File: src/nvm_lock_fuse_config_regs.svh
// Register offsets, field positions, reset values and fixed addresses of the fuse and lock block.
// Included by the design module, the checker and the bench; holds definitions only.
`ifndef NVM_LOCK_FUSE_CONFIG_REGS_SVH
`define NVM_LOCK_FUSE_CONFIG_REGS_SVH

// APB byte offsets
`define OFS_FUSE_CONFIG_HIGH 12'h000
`define OFS_FUSE_CONFIG_LOW 12'h004
`define OFS_LOCK 12'h008
`define OFS_COMMAND 12'h00C
`define OFS_SIG_ADDR 12'h010
`define OFS_SIG_DATA 12'h014
`define OFS_OSC_TRIM 12'h018
`define OFS_STATUS 12'h01C

// High fuse byte fields
`define FH_RESET_PIN_DISABLE 7
`define FH_WATCHDOG_FORCED_ON 6
`define FH_SERIAL_PROG_ENABLE 5
`define FH_OSCILLATOR_OPTION 4
`define FH_EEPROM_PRESERVE 3
`define FH_BOOT_SIZE_HI 2
`define FH_BOOT_SIZE_LO 1
`define FH_RESET_VECTOR_SELECT 0

// Low fuse byte fields
`define FL_BROWNOUT_LEVEL 7
`define FL_BROWNOUT_ENABLE 6
`define FL_STARTUP_TIME_HI 5
`define FL_STARTUP_TIME_LO 4
`define FL_CLOCK_SOURCE_HI 3
`define FL_CLOCK_SOURCE_LO 0

// Lock byte fields
`define LK_BOOT_LOCK_HI 5
`define LK_BOOT_LOCK_LO 4
`define LK_MEMORY_LOCK_FIRST 0

// Reset values
`define FUSE_HIGH_DEFAULT 8'hD9
`define FUSE_LOW_DEFAULT 8'hE1
`define LOCK_DEFAULT 8'hFF

// Command register bits
`define CMD_CHIP_ERASE 0

// Boot section start word address per boot size code
`define BOOT_START_SZ3 12'hF80
`define BOOT_START_SZ2 12'hF00
`define BOOT_START_SZ1 12'hE00
`define BOOT_START_SZ0 12'hC00

// Signature row
`define SIG_LAST_ADDR 2'h2

// Flash and EEPROM page split
`define FLASH_WORD_MSB 4
`define FLASH_PAGE_LSB 5
`define FLASH_ADDR_MSB 11
`define EE_BYTE_MSB 1
`define EE_PAGE_LSB 2
`define EE_ADDR_MSB 8

`endif

File: src/nvm_lock_fuse_config_pkg.sv
// Types shared by the fuse and lock block.
// Constants stand in the _regs header.
package nvm_lock_fuse_config_pkg;

   typedef enum logic [1:0] {
      ST_NORMAL = 2'b00,
      ST_ENTER = 2'b01,
      ST_PROG = 2'b11,
      ST_EXIT = 2'b10
   } prog_state_t;

endpackage : nvm_lock_fuse_config_pkg

File: src/nvm_lock_fuse_config.sv
// Fuse bytes, lock byte, signature row, oscillator trim and boot lock gating of a small microcontroller.
// Assumes an APB master on pclk, CPU request strobes on pclk and programmer mode pins from outside.
//
// How it works
// - Boot locks both one: no boot restriction
// - Lock hi one, lo zero: block boot writes
// - Both zero: block boot writes, app reads
// - Hi zero, lo one: block app boot reads
// - Read locked, app vectors: mask boot interrupts
// - Programmed bits read zero, unprogrammed one
// - High fuse byte field layout
// - High fuse defaults: serial enable, boot size
// - Low fuse byte field layout
// - Low fuse defaults: start-up 10, clock 0001
// - Serial path cannot see serial enable; the status register still shows its active bit
// - Chip erase keeps both fuse bytes
// - First memory lock blocks fuse changes
// - Fuses latch on mode entry, mode exit, power-up
// - EEPROM preserve takes effect at once
// - Three identification bytes, always readable
// - Four trim values in signature high bytes
// - Reset loads 1 MHz trim value
// - Flash 128 pages of 32 words
// - EEPROM 128 pages of 4 bytes
`timescale 1ns/1ns
`include "nvm_lock_fuse_config_regs.svh"

module nvm_lock_fuse_config
   import nvm_lock_fuse_config_pkg::*;
#(
   parameter logic [7:0] SIG_BYTE0 = 8'h5A, // Arbitrary identification value
   parameter logic [7:0] SIG_BYTE1 = 8'hA5, // Arbitrary identification value
   parameter logic [7:0] SIG_BYTE2 = 8'h3C, // Arbitrary identification value
   parameter logic [7:0] CAL_1MHZ = 8'h80,
   parameter logic [7:0] CAL_2MHZ = 8'h81,
   parameter logic [7:0] CAL_4MHZ = 8'h82,
   parameter logic [7:0] CAL_8MHZ = 8'h83
) (
   input wire logic pclk,
   input wire logic presetn,
   input wire logic psel,
   input wire logic penable,
   input wire logic pwrite,
   input wire logic [11:0] paddr,
   input wire logic [31:0] pwdata,
   output logic [31:0] prdata,
   output logic pready,
   output logic pslverr,
   input wire logic prog_mode_pin,
   input wire logic prog_serial_pin,
   input wire logic [11:0] cpu_pc,
   input wire logic [11:0] cpu_target_addr,
   input wire logic cpu_spm_req,
   input wire logic cpu_lpm_req,
   input wire logic cpu_vectors_in_boot,
   output logic self_program_write_done,
   output logic self_program_write_ok,
   output logic program_memory_read_done,
   output logic program_memory_read_ok,
   output logic irq_block,
   output logic chip_erase_flash,
   output logic chip_erase_eeprom,
   output logic [7:0] oscillator_trim_register,
   output logic reset_pin_disable,
   output logic watchdog_forced_on,
   output logic serial_prog_enable,
   output logic oscillator_option,
   output logic eeprom_preserve,
   output logic boot_size_hi,
   output logic boot_size_lo,
   output logic reset_vector_select,
   output logic brownout_level,
   output logic brownout_enable,
   output logic startup_time_hi,
   output logic startup_time_lo,
   output logic [3:0] clock_source_select,
   input wire logic [11:0] flash_addr,
   input wire logic [8:0] eeprom_address,
   output logic [4:0] word_in_page_index,
   output logic [6:0] page_index,
   output logic [1:0] eeprom_byte_index,
   output logic [6:0] eeprom_page_index
);

   // Pin synchronisers
   logic mode_meta_q;
   logic mode_sync_q;
   logic serial_meta_q;
   logic serial_sync_q;

   always_ff @(posedge pclk or negedge presetn) begin
      if (!presetn) begin
         mode_meta_q <= 1'b0;
         mode_sync_q <= 1'b0;
         serial_meta_q <= 1'b0;
         serial_sync_q <= 1'b0;
      end else begin
         mode_meta_q <= prog_mode_pin;
         mode_sync_q <= mode_meta_q;
         serial_meta_q <= prog_serial_pin;
         serial_sync_q <= serial_meta_q;
      end
   end

   // Programming mode sequencer
   prog_state_t state_q;
   prog_state_t state_d;

   always_comb begin
      state_d = state_q;
      case (state_q)
         ST_NORMAL: if (mode_sync_q) state_d = ST_ENTER;
         ST_ENTER: state_d = ST_PROG;
         ST_PROG: if (!mode_sync_q) state_d = ST_EXIT;
         ST_EXIT: state_d = ST_NORMAL;
         default: state_d = ST_NORMAL;
      endcase
   end

   always_ff @(posedge pclk or negedge presetn) begin
      if (!presetn) begin
         state_q <= ST_NORMAL;
      end else begin
         state_q <= state_d;
      end
   end

   logic in_prog;
   assign in_prog = (state_q == ST_ENTER) || (state_q == ST_PROG);

   // APB decode; the answer comes one cycle into the access phase
   logic access;
   logic wr_en;
   logic rd_en;
   logic mapped;
   assign access = psel && penable && !pready;
   assign wr_en = access && pwrite;
   assign rd_en = access && !pwrite;

   always_comb begin
      case (paddr)
         `OFS_FUSE_CONFIG_HIGH,
         `OFS_FUSE_CONFIG_LOW,
         `OFS_LOCK,
         `OFS_COMMAND,
         `OFS_SIG_ADDR,
         `OFS_SIG_DATA,
         `OFS_OSC_TRIM,
         `OFS_STATUS: mapped = 1'b1;
         default: mapped = 1'b0;
      endcase
   end

   // Stored bits, zero means programmed
   logic [7:0] fuse_high_q;
   logic [7:0] fuse_low_q;
   logic [7:0] lock_q;
   logic [7:0] fuse_high_act_q;
   logic [7:0] fuse_low_act_q;
   logic power_up_q;

   // Fuse writes need programming mode and an unlocked first memory lock.
   // With the reset pin disabled the serial path may no longer change fuses.
   logic fuse_wr_ok;
   assign fuse_wr_ok = in_prog
      && lock_q[`LK_MEMORY_LOCK_FIRST]
      && !(serial_sync_q && !fuse_high_q[`FH_RESET_PIN_DISABLE]);

   logic wr_fuse_high;
   logic wr_fuse_low;
   logic fuse_refused;
   assign wr_fuse_high = wr_en && (paddr == `OFS_FUSE_CONFIG_HIGH);
   assign wr_fuse_low = wr_en && (paddr == `OFS_FUSE_CONFIG_LOW);
   assign fuse_refused = (wr_fuse_high || wr_fuse_low) && !fuse_wr_ok;

   logic erase_cmd;
   assign erase_cmd = wr_en && (paddr == `OFS_COMMAND) && pwdata[`CMD_CHIP_ERASE] && in_prog;

   // Nonvolatile fuse store; chip erase has no path into it
   always_ff @(posedge pclk or negedge presetn) begin
      if (!presetn) begin
         fuse_high_q <= `FUSE_HIGH_DEFAULT;
         fuse_low_q <= `FUSE_LOW_DEFAULT;
      end else begin
         if (wr_fuse_high && fuse_wr_ok) begin
            fuse_high_q <= pwdata[7:0];
            if (serial_sync_q) begin
               fuse_high_q[`FH_SERIAL_PROG_ENABLE] <= fuse_high_q[`FH_SERIAL_PROG_ENABLE];
            end
         end
         if (wr_fuse_low && fuse_wr_ok) begin
            fuse_low_q <= pwdata[7:0];
         end
      end
   end

   // Lock byte: writes may only program bits, chip erase clears them all
   always_ff @(posedge pclk or negedge presetn) begin
      if (!presetn) begin
         lock_q <= `LOCK_DEFAULT;
      end else if (erase_cmd) begin
         lock_q <= `LOCK_DEFAULT;
      end else if (wr_en && (paddr == `OFS_LOCK) && in_prog) begin
         lock_q <= lock_q & pwdata[7:0];
      end
   end

   // Active fuse copy, caught at power-up, mode entry and mode exit
   always_ff @(posedge pclk or negedge presetn) begin
      if (!presetn) begin
         power_up_q <= 1'b1;
      end else begin
         power_up_q <= 1'b0;
      end
   end

   always_ff @(posedge pclk or negedge presetn) begin
      if (!presetn) begin
         fuse_high_act_q <= `FUSE_HIGH_DEFAULT;
         fuse_low_act_q <= `FUSE_LOW_DEFAULT;
      end else begin
         if (power_up_q || state_q == ST_ENTER || state_q == ST_EXIT) begin
            fuse_high_act_q <= fuse_high_q;
            fuse_low_act_q <= fuse_low_q;
         end
         // The preserve fuse bypasses the deferral so an erase in this session honours it
         fuse_high_act_q[`FH_EEPROM_PRESERVE] <= fuse_high_q[`FH_EEPROM_PRESERVE];
      end
   end

   assign reset_pin_disable = fuse_high_act_q[`FH_RESET_PIN_DISABLE];
   assign watchdog_forced_on = fuse_high_act_q[`FH_WATCHDOG_FORCED_ON];
   assign serial_prog_enable = fuse_high_act_q[`FH_SERIAL_PROG_ENABLE];
   assign oscillator_option = fuse_high_act_q[`FH_OSCILLATOR_OPTION];
   assign eeprom_preserve = fuse_high_act_q[`FH_EEPROM_PRESERVE];
   assign boot_size_hi = fuse_high_act_q[`FH_BOOT_SIZE_HI];
   assign boot_size_lo = fuse_high_act_q[`FH_BOOT_SIZE_LO];
   assign reset_vector_select = fuse_high_act_q[`FH_RESET_VECTOR_SELECT];
   assign brownout_level = fuse_low_act_q[`FL_BROWNOUT_LEVEL];
   assign brownout_enable = fuse_low_act_q[`FL_BROWNOUT_ENABLE];
   assign startup_time_hi = fuse_low_act_q[`FL_STARTUP_TIME_HI];
   assign startup_time_lo = fuse_low_act_q[`FL_STARTUP_TIME_LO];
   assign clock_source_select = fuse_low_act_q[`FL_CLOCK_SOURCE_HI:`FL_CLOCK_SOURCE_LO];

   // Chip erase strobes; EEPROM is spared while the preserve fuse is programmed
   always_ff @(posedge pclk or negedge presetn) begin
      if (!presetn) begin
         chip_erase_flash <= 1'b0;
         chip_erase_eeprom <= 1'b0;
      end else begin
         chip_erase_flash <= erase_cmd;
         chip_erase_eeprom <= erase_cmd && fuse_high_q[`FH_EEPROM_PRESERVE];
      end
   end

   // Signature row address and oscillator trim
   logic [1:0] sig_addr_q;
   logic [7:0] sig_byte;
   logic [7:0] cal_byte;

   always_ff @(posedge pclk or negedge presetn) begin
      if (!presetn) begin
         sig_addr_q <= 2'h0;
      end else if (wr_en && (paddr == `OFS_SIG_ADDR)) begin
         sig_addr_q <= pwdata[1:0];
      end
   end

   // Identification bytes ignore every lock bit
   always_comb begin
      case (sig_addr_q)
         2'h0: sig_byte = SIG_BYTE0;
         2'h1: sig_byte = SIG_BYTE1;
         `SIG_LAST_ADDR: sig_byte = SIG_BYTE2;
         default: sig_byte = 8'h00;
      endcase
      case (sig_addr_q)
         2'h0: cal_byte = CAL_1MHZ;
         2'h1: cal_byte = CAL_2MHZ;
         2'h2: cal_byte = CAL_4MHZ;
         default: cal_byte = CAL_8MHZ;
      endcase
   end

   // Reset loads the 1 MHz value; software loads any other one
   always_ff @(posedge pclk or negedge presetn) begin
      if (!presetn) begin
         oscillator_trim_register <= CAL_1MHZ;
      end else if (wr_en && (paddr == `OFS_OSC_TRIM)) begin
         oscillator_trim_register <= pwdata[7:0];
      end
   end

   // APB read mux
   logic [31:0] rd_data;
   logic [7:0] fuse_high_view;

   // Serial path sees the serial enable fuse as unprogrammed
   assign fuse_high_view = serial_sync_q ? (fuse_high_q | (8'h01 << `FH_SERIAL_PROG_ENABLE)) : fuse_high_q;

   always_comb begin
      rd_data = 32'h0000_0000;
      case (paddr)
         `OFS_FUSE_CONFIG_HIGH: rd_data[7:0] = fuse_high_view;
         `OFS_FUSE_CONFIG_LOW: rd_data[7:0] = fuse_low_q;
         `OFS_LOCK: rd_data[7:0] = lock_q;
         `OFS_SIG_ADDR: rd_data[1:0] = sig_addr_q;
         `OFS_SIG_DATA: rd_data[15:0] = {cal_byte, sig_byte};
         `OFS_OSC_TRIM: rd_data[7:0] = oscillator_trim_register;
         `OFS_STATUS: rd_data[20:0] = {serial_sync_q, in_prog, state_q, fuse_low_act_q, fuse_high_act_q, 1'b0};
         default: rd_data = 32'h0000_0000;
      endcase
   end

   always_ff @(posedge pclk or negedge presetn) begin
      if (!presetn) begin
         pready <= 1'b0;
         pslverr <= 1'b0;
         prdata <= 32'h0000_0000;
      end else begin
         pready <= access;
         pslverr <= access && (!mapped || fuse_refused);
         if (rd_en) begin
            prdata <= mapped ? rd_data : 32'h0000_0000;
         end
      end
   end

   // Boot section bounds from the active boot size
   logic [11:0] boot_start;
   always_comb begin
      case ({boot_size_hi, boot_size_lo})
         2'b11: boot_start = `BOOT_START_SZ3;
         2'b10: boot_start = `BOOT_START_SZ2;
         2'b01: boot_start = `BOOT_START_SZ1;
         default: boot_start = `BOOT_START_SZ0;
      endcase
   end

   logic pc_in_boot;
   logic target_in_boot;
   logic boot_write_locked;
   logic boot_read_locked;
   assign pc_in_boot = cpu_pc >= boot_start;
   assign target_in_boot = cpu_target_addr >= boot_start;
   // Boot writes stop whenever the low lock is programmed, app reads of boot whenever the high lock is
   assign boot_write_locked = !lock_q[`LK_BOOT_LOCK_LO];
   assign boot_read_locked = !lock_q[`LK_BOOT_LOCK_HI];

   // CPU access answers one cycle after the request
   always_ff @(posedge pclk or negedge presetn) begin
      if (!presetn) begin
         self_program_write_done <= 1'b0;
         self_program_write_ok <= 1'b0;
         program_memory_read_done <= 1'b0;
         program_memory_read_ok <= 1'b0;
         irq_block <= 1'b0;
      end else begin
         self_program_write_done <= cpu_spm_req;
         self_program_write_ok <= cpu_spm_req && !(target_in_boot && boot_write_locked);
         program_memory_read_done <= cpu_lpm_req;
         program_memory_read_ok <= cpu_lpm_req && !(target_in_boot && !pc_in_boot && boot_read_locked);
         irq_block <= boot_read_locked && !cpu_vectors_in_boot && pc_in_boot;
      end
   end

   // Page split of flash and EEPROM addresses
   always_ff @(posedge pclk or negedge presetn) begin
      if (!presetn) begin
         word_in_page_index <= 5'h00;
         page_index <= 7'h00;
         eeprom_byte_index <= 2'h0;
         eeprom_page_index <= 7'h00;
      end else begin
         word_in_page_index <= flash_addr[`FLASH_WORD_MSB:0];
         page_index <= flash_addr[`FLASH_ADDR_MSB:`FLASH_PAGE_LSB];
         eeprom_byte_index <= eeprom_address[`EE_BYTE_MSB:0];
         eeprom_page_index <= eeprom_address[`EE_ADDR_MSB:`EE_PAGE_LSB];
      end
   end

endmodule : nvm_lock_fuse_config

File: config.mk
export PLATFORM = sky130hd
export DESIGN_NAME = nvm_lock_fuse_config
export DESIGN_NICKNAME = d
export VERILOG_FILES = /design/src/nvm_lock_fuse_config_pkg.sv /design/src/nvm_lock_fuse_config.sv
export VERILOG_INCLUDE_DIRS = /design/src
export SDC_FILE = /design/constraint.sdc
export NUM_CORES = 1
export LEC_CHECK = 0
export ABC_AREA = 1
export BUFFER_PORTS_ARGS = -buffer_cell sky130_fd_sc_hd__buf_2
export CAP_MARGIN = 30
export CORE_MARGIN = 3
export CORE_UTILIZATION = 53
export CTS_CLUSTER_DIAMETER = 80
export DETAILED_ROUTE_END_ITERATION = 8
export GPL_TIMING_DRIVEN = 0
export PLACE_DENSITY = 0.85
export SETUP_SLACK_MARGIN = 0.05
export SLEW_MARGIN = 20
export SYNTH_ARGS = -nofsm -noshare
export SYNTH_HDL_FRONTEND = slang
export SYNTH_SLANG_ARGS = --single-unit
File: constraint.sdc
create_clock -name pclk -period 4.2 [get_ports pclk]
set_input_delay 0 -clock pclk [delete_from_list [all_inputs] [get_ports pclk]]
set_output_delay 0 -clock pclk [all_outputs]
set_load 0.02 [all_outputs]
-- Yosys cells after proc, flatten, opt, wreduce, memory -nomap -nowiden
Memory sizes are Yosys's and may differ from the RTL's.
Index checks and enable logic that the tools add are counted.
- flip-flop bits (word level): 119
- memory bits (read-only): 32
- bits of input ports: 99
- output and inout bits: 86
- word-level logic and storage cells: 118
- memories kept: 1
- magnitude comparators: 2
- equality and inequality tests: 17
- muxes and demuxes: 15
- bitwise logic cells: 2
- reduce and logical (&&, ||, !) cells: 52
- memories (name ; depth ; width ; read ports ; clocked after Yosys merged registers in ; wr ports ; line ; RTL):
    (no name shown) ; 32 ; 1 ; 1 ; 0 ; 0 ; nvm_lock_fuse_config.sv:141 ; case (paddr)
- operator list (operator ; number):
    $eq 12x5->1 const B ; 4
    $pmux 6 s6 ; 1
    $pmux 10 s3 ; 1
    $logic_and 1x1->1 ; 28
    $eq 12x4->1 const B ; 2
    $ge 12x12->1 ; 2
    $pmux 8 s3 ; 1
    $mux 21 ; 1
    $mux 8 ; 2
    $pmux 8 s2 ; 1
    $pmux 2 s7 ; 1
    $eq 12x3->1 const B ; 1
    $logic_not 1->1 ; 12
    $logic_not 12->1 ; 1
    $eq 2x2->1 const B ; 5
    $and 8x8->8 ; 1
    $pmux 2 s4 ; 1
    $logic_not 7->1 ; 1
    $eq 2x1->1 const B ; 3
    $mux 6 ; 1
    $pmux 2 s3 ; 1
    $logic_or 1x1->1 ; 5
    $mux 5 ; 1
    $logic_not 2->1 ; 2
    6 further kinds ; 9

-- Longest topological paths before layout
- depth after elaboration: 8
- mapped depth: 12
- mapped depth without buffers: 11

-- Least setup slack after synthesis
Ideal clock, no wire load.
- path type: register -> register
- from: reg fuse_high_act_q[2]
- to: reg program_memory_read_ok
- setup time: 119 ps
- data arrival time: 1444 ps
- required time: 4081 ps
- setup slack: 2637 ps
- stages on the path, launching flop included: 10
- path buffers: 0
- clock period less this slack: 1563 ps
- cells stage by stage: dfrtp_1 -> nor2_1 -> ha_1 -> nand2_1 -> inv_1 -> o21ai_0 -> o21ai_0 -> inv_1 -> nand3b_1 -> o21a_1
- cells in the longest elaborated chain, start to end: 8
- elaborated cells between the ends (all ways): 11
- those cells by class: order compare (2); eq/ne (3); mux (1); reduce/logical (5)
- ends and longest elaborated chain (item ; line ; RTL):
    start, declared ; nvm_lock_fuse_config.sv:158 ; logic [7:0] fuse_high_act_q;
    start signal, assigned ; nvm_lock_fuse_config.sv:219 ; fuse_high_act_q <= `FUSE_HIGH_DEFAULT;
    start signal, assigned ; nvm_lock_fuse_config.sv:223 ; fuse_high_act_q <= fuse_high_q;
    start signal, assigned by index ; nvm_lock_fuse_config.sv:227 ; fuse_high_act_q[`FH_EEPROM_PRESERVE] <= fuse_high_q[`FH_EEPROM_PRESERVE];
    $eq 2x1->1 / $eq 2x2->1 (equally long branches) ; nvm_lock_fuse_config.sv:332 ; case ({boot_size_hi, boot_size_lo})
    $pmux 10 s3 (*) ; nvm_lock_fuse_config.sv:332 ;
    $ge 12x12->1 ; nvm_lock_fuse_config.sv:344 ; assign pc_in_boot = cpu_pc >= boot_start;
    $logic_not 1->1 ; nvm_lock_fuse_config.sv:362 ; program_memory_read_ok <= cpu_lpm_req && !(target_in_boot && !pc_in_boot && boot_read_locked);
    $logic_and 1x1->1 (*) (2 in a row) ; nvm_lock_fuse_config.sv:362 ;
    $logic_not 1->1 (*) ; nvm_lock_fuse_config.sv:362 ;
    $logic_and 1x1->1 (*) ; nvm_lock_fuse_config.sv:362 ;
    end signal, assigned ; nvm_lock_fuse_config.sv:362 ;
    end, declared ; nvm_lock_fuse_config.sv:59 ; output logic program_memory_read_ok,
Every way passes the cells marked *; elsewhere a longest branch is shown, timed or not.
A chain may end at the register's enable or synchronous reset.

-- Final worst setup path
- from: in penable
- to: reg lock_q[7]
- cells in the longest elaborated chain, start to end: 7
- elaborated cells between the ends (all ways): 10
- those cells by class: mux (1); reduce/logical (9)
- ends and longest elaborated chain (item ; line ; RTL):
    start, declared ; nvm_lock_fuse_config.sv:42 ; input wire logic penable,
    $logic_and 1x1->1 (*) (2 in a row) ; nvm_lock_fuse_config.sv:136 ; assign access = psel && penable && !pready;
    named net access ; nvm_lock_fuse_config.sv:132 ; logic access;
    $logic_and 1x1->1 (*) ; nvm_lock_fuse_config.sv:137 ; assign wr_en = access && pwrite;
    $logic_and 1x1->1 (3 in a row) ; nvm_lock_fuse_config.sv:177 ; assign erase_cmd = wr_en && (paddr == `OFS_COMMAND) && pwdata[`CMD_CHIP_ERASE] && in_prog;
    $mux 8 / $reduce_bool 2->1 (equally long branches) ; - ;
    end signal, assigned ; nvm_lock_fuse_config.sv:200 ; lock_q <= `LOCK_DEFAULT;
    end signal, assigned ; nvm_lock_fuse_config.sv:202 ; lock_q <= `LOCK_DEFAULT;
    end signal, assigned ; nvm_lock_fuse_config.sv:204 ; lock_q <= lock_q & pwdata[7:0];
    end, declared ; nvm_lock_fuse_config.sv:157 ; logic [7:0] lock_q;
Mark *: on every way through the listed nets, which the timed path passes. The rest lies on a longest branch.

==> results by group <==
Status
  – Outcome: finished, final reports clean

Critical path
  – Crit-path cells: dlygate4sd3_1, buf_2, nand2_1, dlygate4sd3_1, nor2_2, inv_2, nor3_1, nand2_1, o21ai_0, nand2_1
  – Worst setup EP type: register
  – CP top delay family: buffers and inverters
  – Cell mode on critical path: nand2_1
  – Startpoint types: input port
  – Slowest-stage cell, CP: dlygate4sd3_1
  – Required time of the critical path: 4500 ps
  – CP Buf/Inv Count: 4
  – Worst R2R Start: fuse_high_act_q[2]
  – CP max stage delay: 560 ps
  – RR Endpoint: irq_block
  – WS Path Type: in -> reg
  – Crit path max fanout: 8
  – Worst EP arrival: approximately 2400 ps
  – R2R cell count: 8
  – R2R setup slack: about 2100 ps

Flow run
  – Max cap viols: 0

Die
  – Die Ht: ~100 um
  – Placeable Area: 8850 um^2
  – Row count: 34
  – Top-level I/O count: ~190
  – Die W: 102 um
  – Die footprint: around 10000 um^2
  – Initial core utilization: 0.553

Power and ir drop
  – Switching share of power: 0.271
  – Clk pwr share: 0.310
  – Sequential Power Share: 0.556
  – Worst VDD drop: about 0.21 mV
  – PwrDens: 303 nW/um^2
  – P_int: around 0.0014 W
  – Comb pwr share: 0.134
  – Leakage: 3.46 nW
  – Psw: 0.000526 W

Placed design
  – Hpwl dp: 9550 um
  – Place WS: 2480 ps
  – Placer Congestion: around 1
  – Port Buffer Count: between 100 and 150

Routing
  – Routed wl met2: 6420 um
  – DRT iter0 DRCs: 354
  – Routed wire per std cell: 15.0 um
  – Vias per inst: between 5 and 6
  – Top Layer Used: met4
  – Routed wl met3: 1020 um
  – DRC viols: 0
  – Via count: 4437
  – Met1 WL: between 5000 and 6000 um
  – TritonRoute pass-1 iters: 6
  – Detail Route Antenna Nets: 0
  – Post-Route WL: 12900 um

Cells and area
  – Final net count: ~860
  – Share of layout cells above drive strength 1: 0.339
  – Antenna Cells: 0
  – Fill count: 675
  – Area delta synth->final: 31.1%
  – Multi-input logic area: 1810 um^2
  – Register area: between 2000 and 3000 um^2

Clocking
  – Clk slew on worst S/H paths: 100 ps
  – H-tree depth: 3
  – Post-CTS setup buffer count: 0
  – CTS tree: yes
  – Clock latency on the worst-skew pair: 370 ps
  – Clock buffer depth: 2
  – Root buffer cell: clkbuf_8
  – Clk sinks: 108
  – CTS buffer count: 9

Timing
  – Fin. max-slew vios: 0
  – Setup Skew: 12.4 ps
  – Fin crit share: 0.511
  – Hold WS: 56.8 ps
  – Fmax: 0.466 GHz
  – Min Tclk post-route: 2140 ps
  – RSZ-0062 raised after global routing: false
  – Hold Fails Final Rpt: 0
  – Final number of setup-violating endpoints: 0
  – Setup ws final: 2060 ps
  – Setup TNS: 0 ps

Synthesis
  – Most area-hungry cell type in the Yosys netlist: dfrtp_1
  – YS warnings: 0
  – Synth Flop Type: dfrtp_1
  – Yosys top cell area share: 0.409
  – Post-synth EDFFs: 0
  – Post-synth cell types: 36
  – Register area share after synthesis: 0.560
  – Synthesized cell area: around 4900 um^2
  – Area contributors post-synth: dfrtp_1 41%, dfstp_2 15%, nand2_1 11%
  – Async SR Flop Fraction: 1.00
  – Cells after Synth: 535
  – Avg Cell Area, Syn: 9.14 um^2
  – #FFs+latches synth: approximately 110

Global routing
  – Initial antenna violation count: 0
  – First-pass GRT wire length: between 20000 and 25000 um
  – Vias in the first global route: 4332
  – Grt ovf: 0
  – Largest net degree at the start of global routing: 80
  – GRT Overall Usage: 0.255

Min path
  – Hold WC Path Type: in -> async
## worst max path at each step
stage	from	end	cells after the start
after CTS	penable	lock_q[0]	10
final	penable	lock_q[7]	10
after global routing	penable	lock_q[3]	10
after global placement	presetn	word_in_page_index[4]	1
after detailed placement	fuse_high_act_q[2]	program_memory_read_ok	9
after floorplan	fuse_high_act_q[2]	program_memory_read_ok	9
## state kept, by name, summed over array words and instances, names as in the netlist, 5 cells and up
| name | flops |
|---|---|
| prdata | 21 |
| fuse_high_act_q | 8 |
| fuse_high_q | 8 |
| fuse_low_act_q | 8 |
| fuse_low_q | 8 |
| lock_q | 8 |
| oscillator_trim_register | 8 |
| eeprom_page_index | 7 |
| page_index | 7 |
| word_in_page_index | 5 |
## worst register-to-register path: cells and delay by family (launching register included)
| family | cells | cell delay, ps |
|---|---|---|
| buf+inv | 2 | 660 |
| fa+ha+maj | 1 | 270 |
| simple gates | 4 | 410 |
| compound gates | 1 | 280 |
| flops | 1 | 450 |
## logic make-up after synthesis
family	share of synthesized area
flops	0.560
compound gates	0.0837
other cells	0.000767
mux	0.00921
simple gates	0.239
buf+inv	0.0790
fa+ha+maj	0.0281
## cells in the final DEF, fill, tap and decap left out, drive strengths merged
cell,netlist,final
clkinv,1,4
a211oi,1,1
nand3b,3,3
clkinvlp,0,1
dfstp,28,28
o211ai,4,4
and2,1,1
nor3,6,6
nor2,63,63
o21ai,53,53
dfrtp,80,80
dlygate4sd3,0,38
nand3,44,44
clkbuf,4,15
buf,20,170
ha,11,11
inv,56,57
nand4,2,2
o21a,2,2
mux2,4,4
conb,1,12
nand2,142,142
a21oi,9,9
## stage by stage
step                      power (W)  area (um^2)  utilization  instances
after global placement      0.00132         5810        0.657        803
after global routing        0.00202         6410        0.725        858
final                       0.00194         6410        0.725        858
after detailed placement    0.00133         5850        0.661        804
after floorplan             0.00122         4930            -        546
after CTS                   0.00195         6410        0.725        858
## final cells by class
cell class,instances,share of cell area
Clock inverter,5,0.00546
Inverter,57,0.0339
Multi-Input combinational cell,357,0.282
Clock buffer,11,0.0236
Tap cell,108,0.0211
Sequential cell,108,0.427
Buffer,24,0.0263
Timing Repair Buffer,188,0.181
## layer usage
metal / up-vias / track usage
met5: - / 0
met2: 227 / 0.431
li1: 2097 / -
met4: 0 / 0.104
met1: 2070 / 0.321
met3: 43 / 0.0491
## power groups by stage
stage                     Clock, W  Sequential [W]  Combinational (W)
after floorplan                  0         0.00112           0.000101
after global placement           0         0.00110           0.000220
after detailed placement         0         0.00110           0.000230
after CTS                 0.000609         0.00108           0.000258
final                     0.000601         0.00108           0.000260
after global routing      0.000653         0.00108           0.000284
## synthesized netlist by cell type, types with 2 or more instances
master,n
inv_1,53
ha_1,11
clkbuf_1,4
buf_6,3
inv_2,2
buf_2,3
dfrtp_1,80
nor2_2,7
o211ai_1,3
mux2_2,4
nor3_1,6
o21ai_1,13
a21oi_1,9
nand2_4,2
nor2_1,51
dfstp_2,28
nor2_4,4
nand2_2,3
o21ai_2,11
nand2_1,137
nand3b_1,3
o21a_1,2
buf_4,14
nand3_1,42
o21ai_0,29
## timing repair
action                    in CTS  in global routing
hold endpoints to repair     144                  0
resized for setup              0                  0
hold buffers                  38                  0
No activity file was read; power rests on OpenSTA's default activity.
